==> src/dbdl_pkg.sv <==
// constants shared by the double-buffered converter latch controller
// How it works
// - in single buffering the converter register is left transparent and the input register alone latches each byte.
// - stand-alone single buffering holds input select, second strobe and transfer select low, latch enable high, and pulses the first strobe.
// - whenever a byte must be held, the input register is the latching stage.
// - each write strobe is stretched by wait cycles to the least allowed pulse width with data held valid.
// - the device strobe is made by a one-shot fired on the falling edge of the system write request.
package dbdl_pkg;

  localparam int unsigned CODE_W         = 8;
  localparam int unsigned CLK_PERIOD_NS  = 40;
  // least write strobe low time and least data hold after the rising edge
  localparam int unsigned STROBE_MIN_NS  = 900;
  localparam int unsigned HOLD_MIN_NS    = 50;
  localparam int unsigned SETUP_MIN_NS   = 40;
  localparam int unsigned STROBE_CYC     =
    (STROBE_MIN_NS + CLK_PERIOD_NS - 1) / CLK_PERIOD_NS;
  localparam int unsigned HOLD_CYC       =
    (HOLD_MIN_NS + CLK_PERIOD_NS - 1) / CLK_PERIOD_NS;
  localparam int unsigned SETUP_CYC      =
    (SETUP_MIN_NS + CLK_PERIOD_NS - 1) / CLK_PERIOD_NS;
  localparam int unsigned CNT_W          = 8;
  localparam logic [7:0]  CODE_RESET     = 8'h00;
  localparam logic [7:0]  CODE_FULL      = 8'hFF;

  // operating configuration of the latches
  typedef enum logic [1:0] {
    DBDL_MODE_DOUBLE = 2'h0,
    DBDL_MODE_SINGLE = 2'h1,
    DBDL_MODE_FLOW   = 2'h2
  } dbdl_mode_t;

  // write operations the user may request
  typedef enum logic [1:0] {
    DBDL_OP_LOAD      = 2'h0,
    DBDL_OP_TRANSFER  = 2'h1,
    DBDL_OP_LOAD_MOVE = 2'h2
  } dbdl_op_t;

endpackage : dbdl_pkg

==> src/dbdl_strobe_if.sv <==
// handshake between the sequencer and the strobe one-shot
`timescale 1ns/1ps
`default_nettype none
interface dbdl_strobe_if;
  logic fire_n;      // system write strobe, active low
  logic strobe_low;  // one-shot output, high while device strobe is low
  logic done;        // one cycle after low time plus hold time

  modport seq (output fire_n, input strobe_low, input done);
  modport shot (input fire_n, output strobe_low, output done);
endinterface : dbdl_strobe_if
`default_nettype wire

==> src/dbdl_oneshot.sv <==
// falling-edge one-shot that times the device write strobe and hold
`timescale 1ns/1ps
`default_nettype none
module dbdl_oneshot #(
  parameter int unsigned LOW_CYC  = dbdl_pkg::STROBE_CYC,
  parameter int unsigned HOLD_CYC = dbdl_pkg::HOLD_CYC
) (
  // clock and control
  input  wire logic clk_i,
  input  wire logic reset_i,
  input  wire logic ce_i,
  // sequencer side
  dbdl_strobe_if.shot sif
);
  import dbdl_pkg::*;

  typedef enum logic [1:0] {DBDL_OS_IDLE, DBDL_OS_LOW, DBDL_OS_HOLD}
    dbdl_os_t;

  dbdl_os_t         state_q;
  logic [CNT_W-1:0] cnt_q;
  logic             fire_n_q;
  logic             done_q;

  if (LOW_CYC < 1 || LOW_CYC > 255 || HOLD_CYC < 1 || HOLD_CYC > 255)
    begin : g_bad
    $error("dbdl_oneshot: counts must lie in 1..255");
  end

  // remember last request level to find its falling edge
  always_ff @(posedge clk_i) begin
    if (reset_i) begin
      fire_n_q <= 1'b1;
    end else if (ce_i) begin
      fire_n_q <= sif.fire_n;
    end
  end

  // the fixed low time stretches short requests like wait states
  always_ff @(posedge clk_i) begin
    if (reset_i) begin
      state_q <= DBDL_OS_IDLE;
      cnt_q   <= '0;
      done_q  <= 1'b0;
    end else if (ce_i) begin
      done_q <= 1'b0;
      unique case (state_q)
        DBDL_OS_IDLE: begin
          if (!sif.fire_n && fire_n_q) begin // falling edge
            state_q <= DBDL_OS_LOW;
            cnt_q   <= CNT_W'(LOW_CYC - 1);
          end
        end
        DBDL_OS_LOW: begin
          if (cnt_q == '0) begin
            state_q <= DBDL_OS_HOLD;
            cnt_q   <= CNT_W'(HOLD_CYC - 1);
          end else begin
            cnt_q <= cnt_q - 1'b1;
          end
        end
        DBDL_OS_HOLD: begin
          // data stays put after the rising edge for the hold time
          if (cnt_q == '0) begin
            state_q <= DBDL_OS_IDLE;
            done_q  <= 1'b1;
          end else begin
            cnt_q <= cnt_q - 1'b1;
          end
        end
      endcase
    end
  end

  assign sif.strobe_low = (state_q == DBDL_OS_LOW);
  assign sif.done       = done_q;

endmodule : dbdl_oneshot
`default_nettype wire

==> src/dbdl_ctrl.sv <==
// controller that drives the converter latch pins from byte requests
`timescale 1ns/1ps
`default_nettype none
module dbdl_ctrl #(
  parameter int unsigned STROBE_CYC = dbdl_pkg::STROBE_CYC,
  parameter int unsigned HOLD_CYC   = dbdl_pkg::HOLD_CYC,
  parameter int unsigned SETUP_CYC  = dbdl_pkg::SETUP_CYC
) (
  // clock, reset, enable
  input  wire logic                        clk_i,
  input  wire logic                        reset_i,
  input  wire logic                        ce_i,
  // configuration
  input  wire dbdl_pkg::dbdl_mode_t        mode_i,
  input  wire logic                        freeze_i,
  // request port
  input  wire logic                        cmd_valid_i,
  input  wire dbdl_pkg::dbdl_op_t          cmd_op_i,
  input  wire logic [dbdl_pkg::CODE_W-1:0] cmd_data_i,
  output logic                             cmd_ready_o,
  output logic                             done_o,
  // device pins
  output logic [dbdl_pkg::CODE_W-1:0]      data_o,
  output logic                             input_select_n_o,
  output logic                             input_latch_enable_o,
  output logic                             first_write_strobe_n_o,
  output logic                             second_write_strobe_n_o,
  output logic                             transfer_select_n_o,
  // expected register contents
  output logic [dbdl_pkg::CODE_W-1:0]      input_code_o,
  output logic [dbdl_pkg::CODE_W-1:0]      true_code_o,
  output logic [dbdl_pkg::CODE_W-1:0]      complement_code_o
);
  import dbdl_pkg::*;

  typedef enum logic [2:0] {
    DBDL_ST_IDLE, DBDL_ST_SETUP, DBDL_ST_FIRE, DBDL_ST_WAIT, DBDL_ST_END
  } dbdl_state_t;

  dbdl_state_t      state_q;
  dbdl_mode_t       mode_q;
  dbdl_op_t         op_q;
  logic             phase_move_q;  // current strobe targets transfer
  logic [CNT_W-1:0] setup_q;
  logic             fire_n_q;      // system write strobe, idles high

  dbdl_strobe_if sif ();

  if (SETUP_CYC < 1 || SETUP_CYC > 255) begin : g_bad
    $error("dbdl_ctrl: SETUP_CYC must lie in 1..255");
  end

  // decode helpers, op_loads used in two places and op_moves in one
  function automatic logic op_loads(input dbdl_op_t op);
    op_loads = (op != DBDL_OP_TRANSFER);
  endfunction : op_loads

  function automatic logic op_moves(input dbdl_op_t op);
    op_moves = (op != DBDL_OP_LOAD);
  endfunction : op_moves

  dbdl_oneshot #(
    .LOW_CYC  (STROBE_CYC),
    .HOLD_CYC (HOLD_CYC)
  ) u_shot (
    .clk_i   (clk_i),
    .reset_i (reset_i),
    .ce_i    (ce_i),
    .sif     (sif.shot)
  );

  assign sif.fire_n = fire_n_q;

  // sequencer: mode is only taken while idle so pins never glitch mid write
  always_ff @(posedge clk_i) begin
    if (reset_i) begin
      state_q      <= DBDL_ST_IDLE;
      mode_q       <= DBDL_MODE_DOUBLE;
      op_q         <= DBDL_OP_LOAD;
      phase_move_q <= 1'b0;
      setup_q      <= '0;
      fire_n_q     <= 1'b1;
    end else if (ce_i) begin
      unique case (state_q)
        DBDL_ST_IDLE: begin
          mode_q <= mode_i;
          if (cmd_valid_i && cmd_ready_o && mode_q != DBDL_MODE_FLOW) begin
            op_q         <= cmd_op_i;
            // single mode leaves the converter open, so only load
            phase_move_q <= !op_loads(cmd_op_i);
            setup_q      <= CNT_W'(SETUP_CYC - 1);
            state_q      <= (mode_q == DBDL_MODE_SINGLE &&
                             !op_loads(cmd_op_i)) ? DBDL_ST_END
                                                  : DBDL_ST_SETUP;
          end
        end
        DBDL_ST_SETUP: begin
          if (setup_q == '0) begin
            state_q <= DBDL_ST_FIRE;
          end else begin
            setup_q <= setup_q - 1'b1;
          end
        end
        DBDL_ST_FIRE: begin
          fire_n_q <= 1'b0;          // falling edge fires the one-shot
          state_q <= DBDL_ST_WAIT;
        end
        DBDL_ST_WAIT: begin
          fire_n_q <= 1'b1;
          if (sif.done) begin
            if (!phase_move_q && op_moves(op_q) &&
                mode_q == DBDL_MODE_DOUBLE) begin
              phase_move_q <= 1'b1;
              setup_q      <= CNT_W'(SETUP_CYC - 1);
              state_q      <= DBDL_ST_SETUP;
            end else begin
              state_q <= DBDL_ST_END;
            end
          end
        end
        DBDL_ST_END: begin
          state_q <= DBDL_ST_IDLE;
        end
        default: begin
          state_q <= DBDL_ST_IDLE;
        end
      endcase
    end
  end

  // request handshake and completion pulse
  always_ff @(posedge clk_i) begin
    if (reset_i) begin
      cmd_ready_o <= 1'b0;
      done_o      <= 1'b0;
    end else if (ce_i) begin
      cmd_ready_o <= (state_q == DBDL_ST_IDLE) &&
                     !(cmd_valid_i && cmd_ready_o) &&
                     !(state_q == DBDL_ST_END);
      done_o      <= (state_q == DBDL_ST_END) ||
                     (state_q == DBDL_ST_IDLE && mode_q == DBDL_MODE_FLOW &&
                      cmd_valid_i && cmd_ready_o);
      if (state_q == DBDL_ST_IDLE && mode_q == DBDL_MODE_FLOW) begin
        cmd_ready_o <= 1'b1;       // flow-through takes a byte every cycle
      end
    end
  end

  // data pins: every pin is driven from reset on, none floats high
  always_ff @(posedge clk_i) begin
    if (reset_i) begin
      data_o <= CODE_RESET;
    end else if (ce_i) begin
      if (state_q == DBDL_ST_IDLE && cmd_valid_i && cmd_ready_o) begin
        data_o <= cmd_data_i;      // held until the next accept
      end
    end
  end

  // select and strobe pins per configuration
  always_ff @(posedge clk_i) begin
    if (reset_i) begin
      input_select_n_o        <= 1'b1;
      input_latch_enable_o    <= 1'b0;
      first_write_strobe_n_o  <= 1'b1;
      second_write_strobe_n_o <= 1'b1;
      transfer_select_n_o     <= 1'b1;
    end else if (ce_i) begin
      // a frozen bus keeps the input register shut
      input_latch_enable_o <= !freeze_i;
      unique case (mode_q)
        DBDL_MODE_FLOW: begin
          // all latches open unless frozen, output follows data pins
          input_select_n_o        <= 1'b0;
          first_write_strobe_n_o  <= 1'b0;
          second_write_strobe_n_o <= 1'b0;
          transfer_select_n_o     <= 1'b0;
        end
        DBDL_MODE_SINGLE: begin
          // converter stays transparent, input register latches
          input_select_n_o        <= 1'b0;
          second_write_strobe_n_o <= 1'b0;
          transfer_select_n_o     <= 1'b0;
          first_write_strobe_n_o  <= !sif.strobe_low;
        end
        default: begin
          // independent selects for input and converter
          input_select_n_o        <= !(state_q != DBDL_ST_IDLE &&
                                       !phase_move_q);
          first_write_strobe_n_o  <= !(sif.strobe_low && !phase_move_q);
          transfer_select_n_o     <= !(state_q != DBDL_ST_IDLE &&
                                       phase_move_q);
          // high strobe or select keeps the converter
          second_write_strobe_n_o <= !(sif.strobe_low && phase_move_q);
        end
      endcase
    end
  end

  // model of both latches, updated on the one-shot done pulse, and every cycle in flow-through while freeze_i is low
  always_ff @(posedge clk_i) begin
    if (reset_i) begin
      input_code_o      <= CODE_RESET;
      true_code_o       <= CODE_RESET;
      complement_code_o <= CODE_FULL;
    end else if (ce_i) begin
      if (mode_q == DBDL_MODE_FLOW) begin
        if (!freeze_i) begin
          input_code_o      <= data_o;
          true_code_o       <= data_o;
          complement_code_o <= ~data_o;
        end
      end else if (state_q == DBDL_ST_WAIT && sif.done) begin
        if (!phase_move_q && !freeze_i) begin
          input_code_o <= data_o;
          if (mode_q == DBDL_MODE_SINGLE) begin
            true_code_o       <= data_o;
            complement_code_o <= CODE_FULL - data_o;
          end
        end else if (phase_move_q) begin
          // copy input register into converter
          true_code_o       <= input_code_o;
          complement_code_o <= CODE_FULL - input_code_o;
        end
      end
    end
  end

endmodule : dbdl_ctrl
`default_nettype wire

==> config.mk <==
export PLATFORM = sky130hd
export DESIGN_NAME = dbdl_ctrl
export DESIGN_NICKNAME = d
export VERILOG_FILES = /design/src/dbdl_pkg.sv /design/src/dbdl_strobe_if.sv /design/src/dbdl_oneshot.sv /design/src/dbdl_ctrl.sv
export SDC_FILE = /design/constraint.sdc
export NUM_CORES = 1
export LEC_CHECK = 0
export ABC_CLOCK_PERIOD_IN_PS = 2000
export BUFFER_PORTS_ARGS = -buffer_cell sky130_fd_sc_hd__buf_4
export CAP_MARGIN = 40
export CORE_ASPECT_RATIO = 0.9
export CORE_MARGIN = 2
export CORE_UTILIZATION = 45
export DETAILED_ROUTE_END_ITERATION = 12
export PLACE_DENSITY = 0.71
export SETUP_SLACK_MARGIN = 0.5
export SLEW_MARGIN = 5
export SYNTH_ARGS = -nofsm -noshare
export SYNTH_HDL_FRONTEND = slang
export SYNTH_SLANG_ARGS = --single-unit
==> constraint.sdc <==
create_clock -name clk_i -period 2 [get_ports clk_i]
set_input_delay 0.3 -clock clk_i [delete_from_list [all_inputs] [get_ports clk_i]]
set_output_delay 0.3 -clock clk_i [all_outputs]
set_load 0.02 [all_outputs]
==> results.ini, run 1 <==
[synthesis]
postSynthNetCount = 422
seq_total_area_yosys_pct = 39.24
post-synth-top-count-cell = sky130_fd_sc_hd__dfxtp_1
synth-edff-count = 0
synthesis_stage_register_bit_count = 68
synth_area_mm2 = 0.003470
predominant_post_synthesis_flop_cell = sky130_fd_sc_hd__dfxtp_1
post_synth.cell_area_avg_um2 = 8.784
yosys_warnings = 0
post_synth_inst_count = 395
async_set_or_reset_register_ratio_after_synthesis_pct = 0
cell_taking_the_most_area_after_synthesis = sky130_fd_sc_hd__dfxtp_1
synth_largest_type_area_fraction_pct = 39.24
yosys.cell_types.count = 62
yosys-top-cells-count = 68 x sky130_fd_sc_hd__dfxtp_1, 40 x sky130_fd_sc_hd__nand2_1, 30 x sky130_fd_sc_hd__a21oi_1
cell_types_with_the_largest_area_share_after_synthesis = sky130_fd_sc_hd__dfxtp_1 39%, sky130_fd_sc_hd__mux2i_1 7.2%, sky130_fd_sc_hd__a21oi_1 4.3%, sky130_fd_sc_hd__nand2_1 4.3%, sky130_fd_sc_hd__ha_1 3.6%

[clock_tree]
h-tree-depth = 3
worstSkewPairLatency_ns = 0.36
clkSlewWorstSetupHoldPaths_ns = 0.08
cts_hold_buffers = 0
cts_buffers = 9
cts_buffer_depth = 2
tritoncts = yes
cts.sink_count = 68
cts.root.buffer_cell = sky130_fd_sc_hd__clkbuf_8

[sta]
post-route-period-util_pct = 92.29
achievable_clock_frequency_mhz = 541.8
tightest_slew_ns = 0.5394
grt_setup_unrepaired = yes
drv_slew = 0
period_needed_ns = 1.846
finalHoldViolations = 0
worst_clock_skew_ns = 0.006944
timing.slew.headroom_pct = 63.71
setup_viol_count_final = 0
setup_total_negative_slack_ns = 0

[worst_setup_path]
critPathMaxFanout = 3
worstPathRequired_ns = 2.27
cp-end-kind = flop
worstSetupEndpoint = u_shot.cnt_q[0]
start_kind = flop
reg2regPathDepth = 5
crit_type = reg2reg
worst_r2r_endpoint = u_shot.cnt_q[0]
worst-endpoint-arrival_ns = 2.12
timing.critical_path.from = u_shot.cnt_q[1]
worst_r2r_startpoint = u_shot.cnt_q[1]
setup.reg_to_reg.worst_slack_ns = 0.15

[die]
core_region_area_mm2 = 0.007507
floorplan.initialDensity_pct = 46.22
dieArea_mm2 = 0.008429
die_h_um = 87.30
fp-row-count = 30
die_w_um = 96.56
ports_placed_on_the_boundary = 56

[route]
routedWlPerCell_um = 19.53
via_per_inst = 6.055
drt.antenna.violating_nets = 0
dr_total_vias = 3663
drt_wl_total_um = 11820
detail_route.iter0.violations = 195
firstDrtPassIters = 5
route.detailed.drc = 0

[outcome]
run_status = complete, no violations

[grt]
globalRouteOverflowTotal = 0
first_global_vias = 3394
number_of_antenna_violations_at_the_first_check_in_global_routing = 0
largest_net_degree_at_the_start_of_global_routing = 36
gr-usage-all-layers_pct = 26.18
global_route_wire_length_before_repair_um = 16930

[final_layout]
fillCellCount = 533
layout.core_utilization_pct = 71.65
ratio_of_cells_with_drive_above_1_in_the_final_layout_pct = 48.33
post_layout_nonfiller_instances = 605
antennaDiodeCount = 0
fin_nets = 532
flow.area_growth_from_synthesis_pct = 55.03

[power]
power_switching_w = 0.001012
report.power.total_w = 0.003488
power.static_leakage_nw = 1.996
maximum_vdd_drop_mv = 0.4124
share_comb_of_total_power_pct = 22.6
pwr-share-clk_pct = 35.8
cell_internal_pwr_w = 0.002476
powerDensity_mw_per_mm2 = 648.4
pwr-share-seq_pct = 41.6
sw_share_pct = 29.00

[placement]
dpl.cell_count = 539
port_buffers = 55
hpwlAfterDp_um = 6504
place.gp.congestion = 0.9291

[flow_run]
drv.max_cap_violation_count = 0

[worst_hold_path]
worst_hold_path_type = in2reg

[cell families after synthesis]
logic type,Yosys count,synth area share [%]
buf+inv,44,5.986
fa+ha+maj,10,3.606
flops,68,39.24
xor+xnor,1,0.2525
simple gates,118,17.92
compound gates,129,25.78
mux,25,7.212
[cells in the final DEF (no fill, tap or decap), drive strengths merged, types with 3 or more instances in the layout]
master and n:
or3 3, inv 21, a211oi 5, nor3 8
nand4b 4, buf 122, o2bb2ai 8, ha 10
a21oi 30, nand3 6, o41ai 4, or4 3
o21ai 25, clkinv 3, mux2i 25, and3 3
a31oi 9, nand2b 7, o211ai 8, a211o 4
o31ai 4, nor3b 3, nor4 6, clkbuf 9
dfxtp 68, nor2b 3, nand4 3, o22a 8
nand2 40, nor2 19
[per-stage QoR]
stage	hold WS [ns]	worst slack [ns]	instance area (um2)
CTS	0.1839	0.2100	4923
global route	0.1810	0.1107	5379
finish	0.1869	0.1543	5379
global placement	0.4498	0.2344	4133
detailed placement	0.4522	0.1748	4133
floorplan	0.3996	0.2957	3654
[what timing repair did]
action                                  in CTS  in global routing
cloned                                       2                  0
buffers inserted                            31                 18
endpoints found under the setup margin      57                 58
pin swaps                                   27                 42
gates resized for setup                     86                 68
[sequential cells by signal, summed over array words and instances, names as in the netlist, 2 cells and up]
signal,count
complement_code_o,8
mode_q,2
state_q,3
input_code_o,8
op_q,2
u_shot.state_q,2
setup_q,8
data_o,8
u_shot.cnt_q,8
true_code_o,8
[per-layer routing]
layer	share of wire (%)	wire length (um)	vias to the layer above	track usage [%]
li1	-	-	1698	-
met1	41	4848	1767	34.36
met2	49	5837	154	40.97
met3	6.1	716	44	7.706
met4	3.5	414	0	9.091
met5	0	0	-	0
[critical path, cell delays in order (launching register included)]
cell and delay [ns]:
sky130_fd_sc_hd__dfxtp_2 0.33, sky130_fd_sc_hd__inv_2 0.08, sky130_fd_sc_hd__ha_4 0.14, sky130_fd_sc_hd__or4b_4 0.49, sky130_fd_sc_hd__or4_1 0.55, sky130_fd_sc_hd__a31oi_2 0.17
[power groups by stage]
stage          clock network [W]  registers, W  logic, W
3_5_place_dp                   0       0.00147  0.000484
2_1_floorplan                  0       0.00147  0.000353
6_report                 0.00125       0.00145  0.000788
5_1_grt                  0.00132       0.00145  0.000826
4_1_cts                  0.00126       0.00145  0.000643
3_3_place_gp                   0       0.00147  0.000479
[how the worst min path moves through the flow]
stage | start | end | slack (ns) | cells past startpoint
3_3_place_gp | true_code_o[1] | true_code_o[1] | 0.45 | 1
3_5_place_dp | true_code_o[6] | true_code_o[6] | 0.45 | 1
2_1_floorplan | freeze_i | input_latch_enable_o | 0.40 | 1
5_1_grt | freeze_i | input_latch_enable_o | 0.18 | 2
4_1_cts | cmd_data_i[2] | data_o[2] | 0.18 | 3
6_report | mode_i[0] | mode_q[0] | 0.19 | 3
[cell type report]
cell class	instances	area (um2)	share of cell area (%)
Timing Repair Buffer	122	1031	19.17
Multi-Input combinational cell	283	2526	46.96
Clock inverter	6	90.09	1.675
Clock buffer	9	123.9	2.303
Sequential cell	68	1396	25.96
Tap cell	96	120.1	2.233
Inverter	21	91.34	1.698
No activity file was read; power rests on OpenSTA's default activity.
==> run 2, diff against run 1 <==
--- a/config.mk
+++ b/config.mk
@@ -17,4 +17,5 @@
 export SLEW_MARGIN = 5
 export SYNTH_ARGS = -nofsm -noshare
 export SYNTH_HDL_FRONTEND = slang
+export SYNTH_HIERARCHICAL = 1
 export SYNTH_SLANG_ARGS = --single-unit
==> run 2 against run 1 <==
Compared with the run above: sequential share of layout area rose by 0.95 points; die area rose by 0.41%; final area fell by 2.9%; via count rose by 1.5%; synthesized cell count fell by 0.76%; register-to-register slack improved by 0.08 ns; hold slack got worse by 0.0041 ns; synthesized area rose by 0.43%; maximum frequency rose by 4.7%; critical path depth rose by 1; global-route usage fell by 3.0 points.
==> results.ini, run 2 <==
[placement]
place.gp.congestion = 0.8959  ; -3.6%
port_buffers = 55  ; unchanged
dpl.cell_count = 530  ; -1.7%
hpwlAfterDp_um = 6351  ; -2.3%
pre_cts_slack_ns = 0.1284  ; -0.04648 ns

[power]
maximum_vdd_drop_mv = 0.4311  ; +4.5%
powerDensity_mw_per_mm2 = 659.3  ; +1.7%
power.static_leakage_nw = 2.135  ; +7.0%
report.power.total_w = 0.003442  ; -1.3%

[clock_tree]
cts_buffers = 9  ; unchanged
tritoncts = yes
cts_hold_buffers = 0  ; unchanged
worstSkewPairLatency_ns = 0.35  ; about the same
cts.root.buffer_cell = sky130_fd_sc_hd__clkbuf_8
cts_buffer_depth = 2  ; unchanged
h-tree-depth = 3  ; unchanged
clkSlewWorstSetupHoldPaths_ns = 0.08  ; about the same
cts.sink_count = 68  ; unchanged

[synthesis]
muxShareOfSynthArea_pct = 4.345  ; -2.9 points
yosys-top-cells-count = 68 x sky130_fd_sc_hd__dfxtp_1, 39 x sky130_fd_sc_hd__a21oi_1, 30 x sky130_fd_sc_hd__o21ai_0
synth_compound_area_share_pct = 29.34  ; +3.6 points
synthesis_stage_register_bit_count = 68  ; unchanged
post_synth.cell_area_avg_um2 = 8.889  ; +1.2%
yosys.area_share.adder_pct = 3.591  ; -0.016 points
post-synth-top-count-cell = sky130_fd_sc_hd__dfxtp_1
yosys_warnings = 6  ; +6
cell_taking_the_most_area_after_synthesis = sky130_fd_sc_hd__dfxtp_1
yosys.cell_types.count = 76  ; +23%
postSynthNetCount = 419  ; -0.71%
synth-xor-area-share_pct = 0  ; -0.25 points
synth_area_mm2 = 0.003485  ; +0.43%
async_set_or_reset_register_ratio_after_synthesis_pct = 0  ; unchanged
cell_types_with_the_largest_area_share_after_synthesis = sky130_fd_sc_hd__dfxtp_1 39%, sky130_fd_sc_hd__a21oi_1 5.6%, sky130_fd_sc_hd__o21ai_0 4.3%, sky130_fd_sc_hd__mux2i_1 4.0%, sky130_fd_sc_hd__o211ai_1 3.9%
predominant_post_synthesis_flop_cell = sky130_fd_sc_hd__dfxtp_1
synth_top_family_by_area = compound AO/OA/AOI/OAI gates
synth_largest_type_area_fraction_pct = 39.07  ; -0.17 points
synth_simple_gate_area_share_pct = 18.03  ; +0.10 points
post_synth_inst_count = 392  ; -0.76%
seq_total_area_yosys_pct = 39.07  ; -0.17 points
synth-edff-count = 0  ; unchanged

[worst_hold_path]
worst_hold_path_type = in2reg

[final_layout]
post_layout_nonfiller_instances = 615  ; +1.7%
fin_nets = 541  ; +1.7%
final_common_cell = sky130_fd_sc_hd__buf_4
flow.area_growth_from_synthesis_pct = 49.84
antennaDiodeCount = 0  ; unchanged
most-common-layout-cells = 118 x sky130_fd_sc_hd__buf_4, 49 x sky130_fd_sc_hd__dfxtp_1, 30 x sky130_fd_sc_hd__a21oi_1
ratio_of_cells_with_drive_above_1_in_the_final_layout_pct = 47.98  ; -0.35 points

[sta]
period_needed_ns = 1.763  ; -0.08314 ns
timing.hold.ws_ns = 0.1829  ; -0.004062 ns
achievable_clock_frequency_mhz = 567.3  ; +4.7%
setup_viol_count_final = 0  ; unchanged
timing.slew.headroom_pct = 62.42  ; -1.3 points
setup_total_negative_slack_ns = 0  ; unchanged
grt_setup_unrepaired = yes
drv_slew = 0  ; unchanged
tightest_slew_ns = 0.5558  ; +0.01638 ns
finalHoldViolations = 0  ; unchanged
worst_clock_skew_ns = 0.006456  ; -0.0004885 ns
post-route-period-util_pct = 88.13  ; -4.2 points
final_critical_path_setup_slack_ns = 0.2374  ; +0.08314 ns

[grt]
largest_net_degree_at_the_start_of_global_routing = 31  ; -14%
globalRouteOverflowTotal = 0  ; unchanged
number_of_antenna_violations_at_the_first_check_in_global_routing = 0  ; unchanged
first_global_vias = 3237  ; -4.6%
global_route_wire_length_before_repair_um = 15960  ; -5.7%
gr-usage-all-layers_pct = 23.19  ; -3.0 points

[worst_setup_path]
worst-endpoint-arrival_ns = 2.03  ; -0.09 ns
start_kind = flop
critPathMaxFanout = 4  ; +1
cp-end-kind = flop
crit_type = reg2reg
worstPathRequired_ns = 2.27  ; about the same

[route]
drt_wl_total_um = 11170  ; -5.5%
route.detailed.drc = 0  ; unchanged
detail_route.iter0.violations = 225  ; +15%
dr_total_vias = 3717  ; +1.5%
firstDrtPassIters = 5  ; unchanged
via_per_inst = 6.044  ; -0.18%
drt.antenna.violating_nets = 0  ; unchanged
routedWlPerCell_um = 18.16  ; -7.0%

[die]
die_w_um = 96.76  ; +0.21%
die_h_um = 87.48  ; +0.21%
ports_placed_on_the_boundary = 56  ; unchanged
core_region_area_mm2 = 0.007507  ; unchanged
dieArea_mm2 = 0.008464  ; +0.41%
fp-row-count = 30  ; unchanged
floorplan.initialDensity_pct = 46.42  ; +0.20 points

[outcome]
run_status = complete, no violations

[flow_run]
drv.max_cap_violation_count = 0  ; unchanged

-- run 2: cell types whose count changed after synthesis, moves of 4 or more --
| cell | change |
|---|---|
| sky130_fd_sc_hd__a21oi_1 | +9 |
| sky130_fd_sc_hd__a31oi_1 | -4 |
| sky130_fd_sc_hd__mux2i_1 | -11 |
| sky130_fd_sc_hd__nand2_1 | -13 |
| sky130_fd_sc_hd__nor2_1 | -5 |
| sky130_fd_sc_hd__o211a_1 | +8 |
| sky130_fd_sc_hd__o211ai_1 | +11 |
| sky130_fd_sc_hd__o21ai_0 | +7 |
| sky130_fd_sc_hd__o22a_1 | -8 |
| sky130_fd_sc_hd__o2bb2ai_1 | -7 |
-- run 2: stage by stage --
step | util (%) | instance area [um2]
finish | 69.55 | 5221
global route | 69.55 | 5221
CTS | 62.82 | 4716
detailed placement | 54.12 | 4063
global placement | 54.02 | 4055
floorplan | - | 3590
-- run 2: final cells by class --
type | count | area [um2]
multi-input cells | 279 | 2371
fillers | 579 | 2286
flip-flops and latches | 68 | 1405
repair buffers | 131 | 1022
clock buffers | 9 | 123.9
well taps | 96 | 120.1
inverters | 25 | 103.9
clock inverters | 7 | 75.07
-- run 2: logic make-up (layout without fill, tap and decap cells) --
logic type	count (synthesis)	count (layout)
compound gates	146	147
simple gates	107	107
flops	68	68
buf+inv	46	172
mux	15	15
fa+ha+maj	10	10
-- run 2: timing repair --
action,CTS,global route
setup buffers,36,32
resized for setup,45,63
setup endpoints to repair,55,55
gates cloned,0,1
pin swaps,22,40
endpoints found under the hold margin,0,0
-- run 2: final timing paths --
path | cells after the start | end | startpoint | slack (ns)
worst max-delay path | 6 | u_shot/cnt_q[7] | u_shot/cnt_q[0] | 0.24
worst min-delay path | 3 | mode_q[1] | mode_i[1] | 0.18
worst max register to register | 6 | u_shot/cnt_q[7] | u_shot/cnt_q[0] | 0.24
worst min register to register | 1 | second_write_strobe_n_o | second_write_strobe_n_o | 0.48
-- run 2: critical path: stages, from the launching register on --
cell and delay, ns:
sky130_fd_sc_hd__dfxtp_2 0.36, sky130_fd_sc_hd__inv_2 0.05, sky130_fd_sc_hd__ha_4 0.15, sky130_fd_sc_hd__nor4bb_4 0.16, sky130_fd_sc_hd__or4_1 0.43, sky130_fd_sc_hd__or3_1 0.34
sky130_fd_sc_hd__a211oi_2 0.19
-- run 2: report_power, final --
part           leakage [nW]  internal, W  switching (W)
logic                  1.48     0.000406       0.000439
clock network        0.0923     0.000581       0.000558
registers             0.563      0.00140      0.0000581
total                  2.13      0.00239        0.00106
-- run 2: layer usage --
layer  vias to the layer above  track usage [%]  share of wire, %
li1                       1714                -                 -
met2                       155            36.74                49
met5                         -                0                 0
met1                      1826            32.18                44
met3                        22            5.377               5.9
met4                         0            5.890               1.6
==> run 3, diff against run 2 <==
--- a/config.mk
+++ b/config.mk
@@ -8,7 +8,6 @@
 export ABC_CLOCK_PERIOD_IN_PS = 2000
 export BUFFER_PORTS_ARGS = -buffer_cell sky130_fd_sc_hd__buf_4
 export CAP_MARGIN = 40
-export CORE_ASPECT_RATIO = 0.9
 export CORE_MARGIN = 2
 export CORE_UTILIZATION = 45
 export DETAILED_ROUTE_END_ITERATION = 12
==> run 3 against run 2 <==
Compared with the run above: worst setup slack improved by 0.021 ns; total power shrank 2.5%; clock power about the same; die area about the same; critical endpoint unchanged; largest cell class unchanged; largest power group unchanged; highest routed layer unchanged.
==> results.ini, run 3 (synthesis gave the netlist of run 2 again) <==
[sta]
period_needed_ns = 1.741  ; -0.02148 ns
post-route-period-util_pct = 87.06  ; -1.1 points
drv_slew = 0  ; unchanged
grt_setup_unrepaired = yes
setup_total_negative_slack_ns = 0  ; unchanged
final_critical_path_setup_slack_ns = 0.2589  ; +0.02148 ns
achievable_clock_frequency_mhz = 574.3  ; +1.2%
tightest_slew_ns = 0.5479  ; -0.007900 ns
worst_clock_skew_ns = 0.01098  ; +0.004528 ns
finalHoldViolations = 0  ; unchanged
timing.slew.headroom_pct = 63.47  ; +1.0 points
setup_viol_count_final = 0  ; unchanged

[power]
share_comb_of_total_power_pct = 21.8  ; -2.8 points
sw_share_pct = 30.54  ; -0.11 points
power_switching_w = 0.001025  ; -2.8%
pwr-share-seq_pct = 43.7  ; +1.4 points
maximum_vdd_drop_mv = 0.4681  ; +8.6%
pwr-share-clk_pct = 34.5  ; +1.4 points
report.power.total_w = 0.003358  ; -2.5%
cell_internal_pwr_w = 0.002332  ; -2.3%
power.static_leakage_nw = 1.921  ; -10%
powerDensity_mw_per_mm2 = 693.3  ; +5.2%

[final_layout]
multiInputGateArea_mm2 = 0.002293  ; -3.3%
final_common_cell = sky130_fd_sc_hd__buf_4
ratio_of_cells_with_drive_above_1_in_the_final_layout_pct = 40.75  ; -7.2 points
fillCellCount = 637  ; +10%
antennaDiodeCount = 0  ; unchanged
sequential_cell_area_mm2 = 0.001398  ; -0.53%
fin_nets = 503  ; -7.0%
post_layout_nonfiller_instances = 583  ; -5.2%
most-common-layout-cells = 81 x sky130_fd_sc_hd__buf_4, 51 x sky130_fd_sc_hd__dfxtp_1, 36 x sky130_fd_sc_hd__a21oi_1
flow.area_growth_from_synthesis_pct = 38.99

[clock_tree]
cts_buffers = 9  ; unchanged
tritoncts = yes
clkSlewWorstSetupHoldPaths_ns = 0.08  ; about the same
cts_buffer_depth = 2  ; unchanged
cts.root.buffer_cell = sky130_fd_sc_hd__clkbuf_8
worstSkewPairLatency_ns = 0.35  ; about the same
cts.sink_count = 68  ; unchanged
h-tree-depth = 3  ; unchanged

[route]
dr_total_vias = 3436  ; -7.6%
via_per_inst = 5.894  ; -2.5%
routedWlPerCell_um = 17.54  ; -3.4%
detail_route.iter0.violations = 287  ; +28%
drt.antenna.violating_nets = 0  ; unchanged
firstDrtPassIters = 5  ; unchanged
drt_wl_total_um = 10230  ; -8.5%
route.detailed.drc = 0  ; unchanged

[grt]
largest_net_degree_at_the_start_of_global_routing = 49  ; +58%
globalRouteMet3Util_pct = 4.273  ; -1.1 points
global_route_wire_length_before_repair_um = 16080  ; +0.74%
gr-usage-all-layers_pct = 23.56  ; +0.37 points
global_route.usage.met2_pct = 38.66  ; +1.9 points
first_global_vias = 3298  ; +1.9%
global_routing_met1_resource_utilization_pct = 30.43  ; -1.8 points
number_of_antenna_violations_at_the_first_check_in_global_routing = 0  ; unchanged
globalRouteOverflowTotal = 0  ; unchanged
gr-max-usage-layer = met2

[worst_setup_path]
reg2regPathDepth = 6  ; unchanged
cp-end-kind = flop
start_kind = flop
critPathMaxFanout = 4  ; unchanged
worstPathRequired_ns = 2.28  ; about the same
setup.reg_to_reg.worst_slack_ns = 0.26  ; +0.02 ns
crit_type = reg2reg
worst_r2r_endpoint = u_shot/cnt_q[7]
worst_r2r_startpoint = u_shot/cnt_q[0]
worst-endpoint-arrival_ns = 2.02  ; about the same

[die]
die_h_um = 92.00  ; +5.2%
ports_placed_on_the_boundary = 56  ; unchanged
fp-row-count = 32  ; +6.7%
core_region_area_mm2 = 0.007607  ; +1.3%
die_w_um = 92.00  ; -4.9%
dieArea_mm2 = 0.008463  ; about the same
floorplan.initialDensity_pct = 45.81  ; -0.61 points

[placement]
pre_cts_slack_ns = 0.1980  ; +0.06965 ns
place.gp.congestion = 0.8918  ; -0.46%
dpl.cell_count = 532  ; +0.38%
port_buffers = 55  ; unchanged
hpwlAfterDp_um = 6209  ; -2.2%

[worst_hold_path]
worst_hold_path_type = in2reg
whs_endpoint = mode_q[1]
holdCritStartpoint = mode_i[1]
hold_depth = 3  ; unchanged

[outcome]
run_status = complete, no violations

[flow_run]
drv.max_cap_violation_count = 0  ; unchanged

==> run 3: cell types whose count changed in the layout (fill, tap and decap cells not counted), sizes merged <==
cell | previous run | this run
a21boi | 2 | 3
clkinvlp | 3 | 1
clkinv | 2 | 3
buf | 128 | 92
clkbuf | 12 | 10
==> run 3: timing repair <==
| item | in CTS | in global routing |
|---|---|---|
| gates resized for setup | 50 | 38 |
| endpoints found under the hold margin | 0 | 0 |
| pin swaps | 34 | 14 |
| buffers inserted | 29 | 4 |
| endpoints found under the setup margin | 55 | 59 |
| hold buffers | 0 | 0 |
| gates cloned | 2 | 0 |
==> run 3: how the worst max path moves through the flow <==
| stage | depth (start not counted) | to | start | slack (ns) |
|---|---|---|---|---|
| 2_1_floorplan | 6 | u_shot/cnt_q[7] | u_shot/state_q[0] | 0.30 |
| 3_3_place_gp | 6 | u_shot/cnt_q[3] | u_shot/state_q[1] | 0.25 |
| 3_5_place_dp | 6 | u_shot/cnt_q[5] | u_shot/state_q[1] | 0.20 |
| 4_1_cts | 6 | u_shot/cnt_q[7] | u_shot/cnt_q[0] | 0.26 |
| 5_1_grt | 6 | u_shot/cnt_q[5] | u_shot/state_q[1] | 0.20 |
| 6_report | 6 | u_shot/cnt_q[7] | u_shot/cnt_q[0] | 0.26 |
==> run 3: cell type report <==
cell class | instances | share of cell area [%]
Clock buffer | 10 | 2.635
Clock inverter | 6 | 1.498
Inverter | 25 | 2.092
Multi-Input combinational cell | 280 | 47.35
Sequential cell | 68 | 28.86
Tap cell | 102 | 2.635
Timing Repair Buffer | 92 | 14.93
==> run 3: worst max-delay path, cell delays in order (launching register included) <==
cell and delay (ns):
sky130_fd_sc_hd__dfxtp_2 0.36, sky130_fd_sc_hd__inv_2 0.05, sky130_fd_sc_hd__ha_4 0.15, sky130_fd_sc_hd__nor4bb_4 0.17, sky130_fd_sc_hd__or4_1 0.43, sky130_fd_sc_hd__or3_1 0.34, sky130_fd_sc_hd__a211oi_2 0.17
==> run 3: power groups by stage <==
stage	Sequential, W	Clock [W]	Combinational, W
4_1_cts	0.00146	0.00117	0.000648
3_3_place_gp	0.00150	0	0.000510
2_1_floorplan	0.00151	0	0.000359
5_1_grt	0.00147	0.00124	0.000786
3_5_place_dp	0.00150	0	0.000514
6_report	0.00147	0.00116	0.000733
==> run 3: layer usage <==
| layer | share of wire, % | vias up |
|---|---|---|
| met5 | 0 | - |
| met4 | 2.0 | 0 |
| met3 | 6.0 | 20 |
| met2 | 50 | 152 |
| met1 | 42 | 1633 |
| li1 | - | 1631 |
==> run 3: through the flow <==
step / hold slack (ns) / area (um2) / util (%)
2_1_floorplan: 0.3785 / 3590 / -
3_5_place_dp: 0.4541 / 4040 / 53.11
4_1_cts: 0.1822 / 4656 / 61.20
3_3_place_gp: 0.4537 / 4040 / 53.11
5_1_grt: 0.1942 / 4843 / 63.67
6_report: 0.1964 / 4843 / 63.67
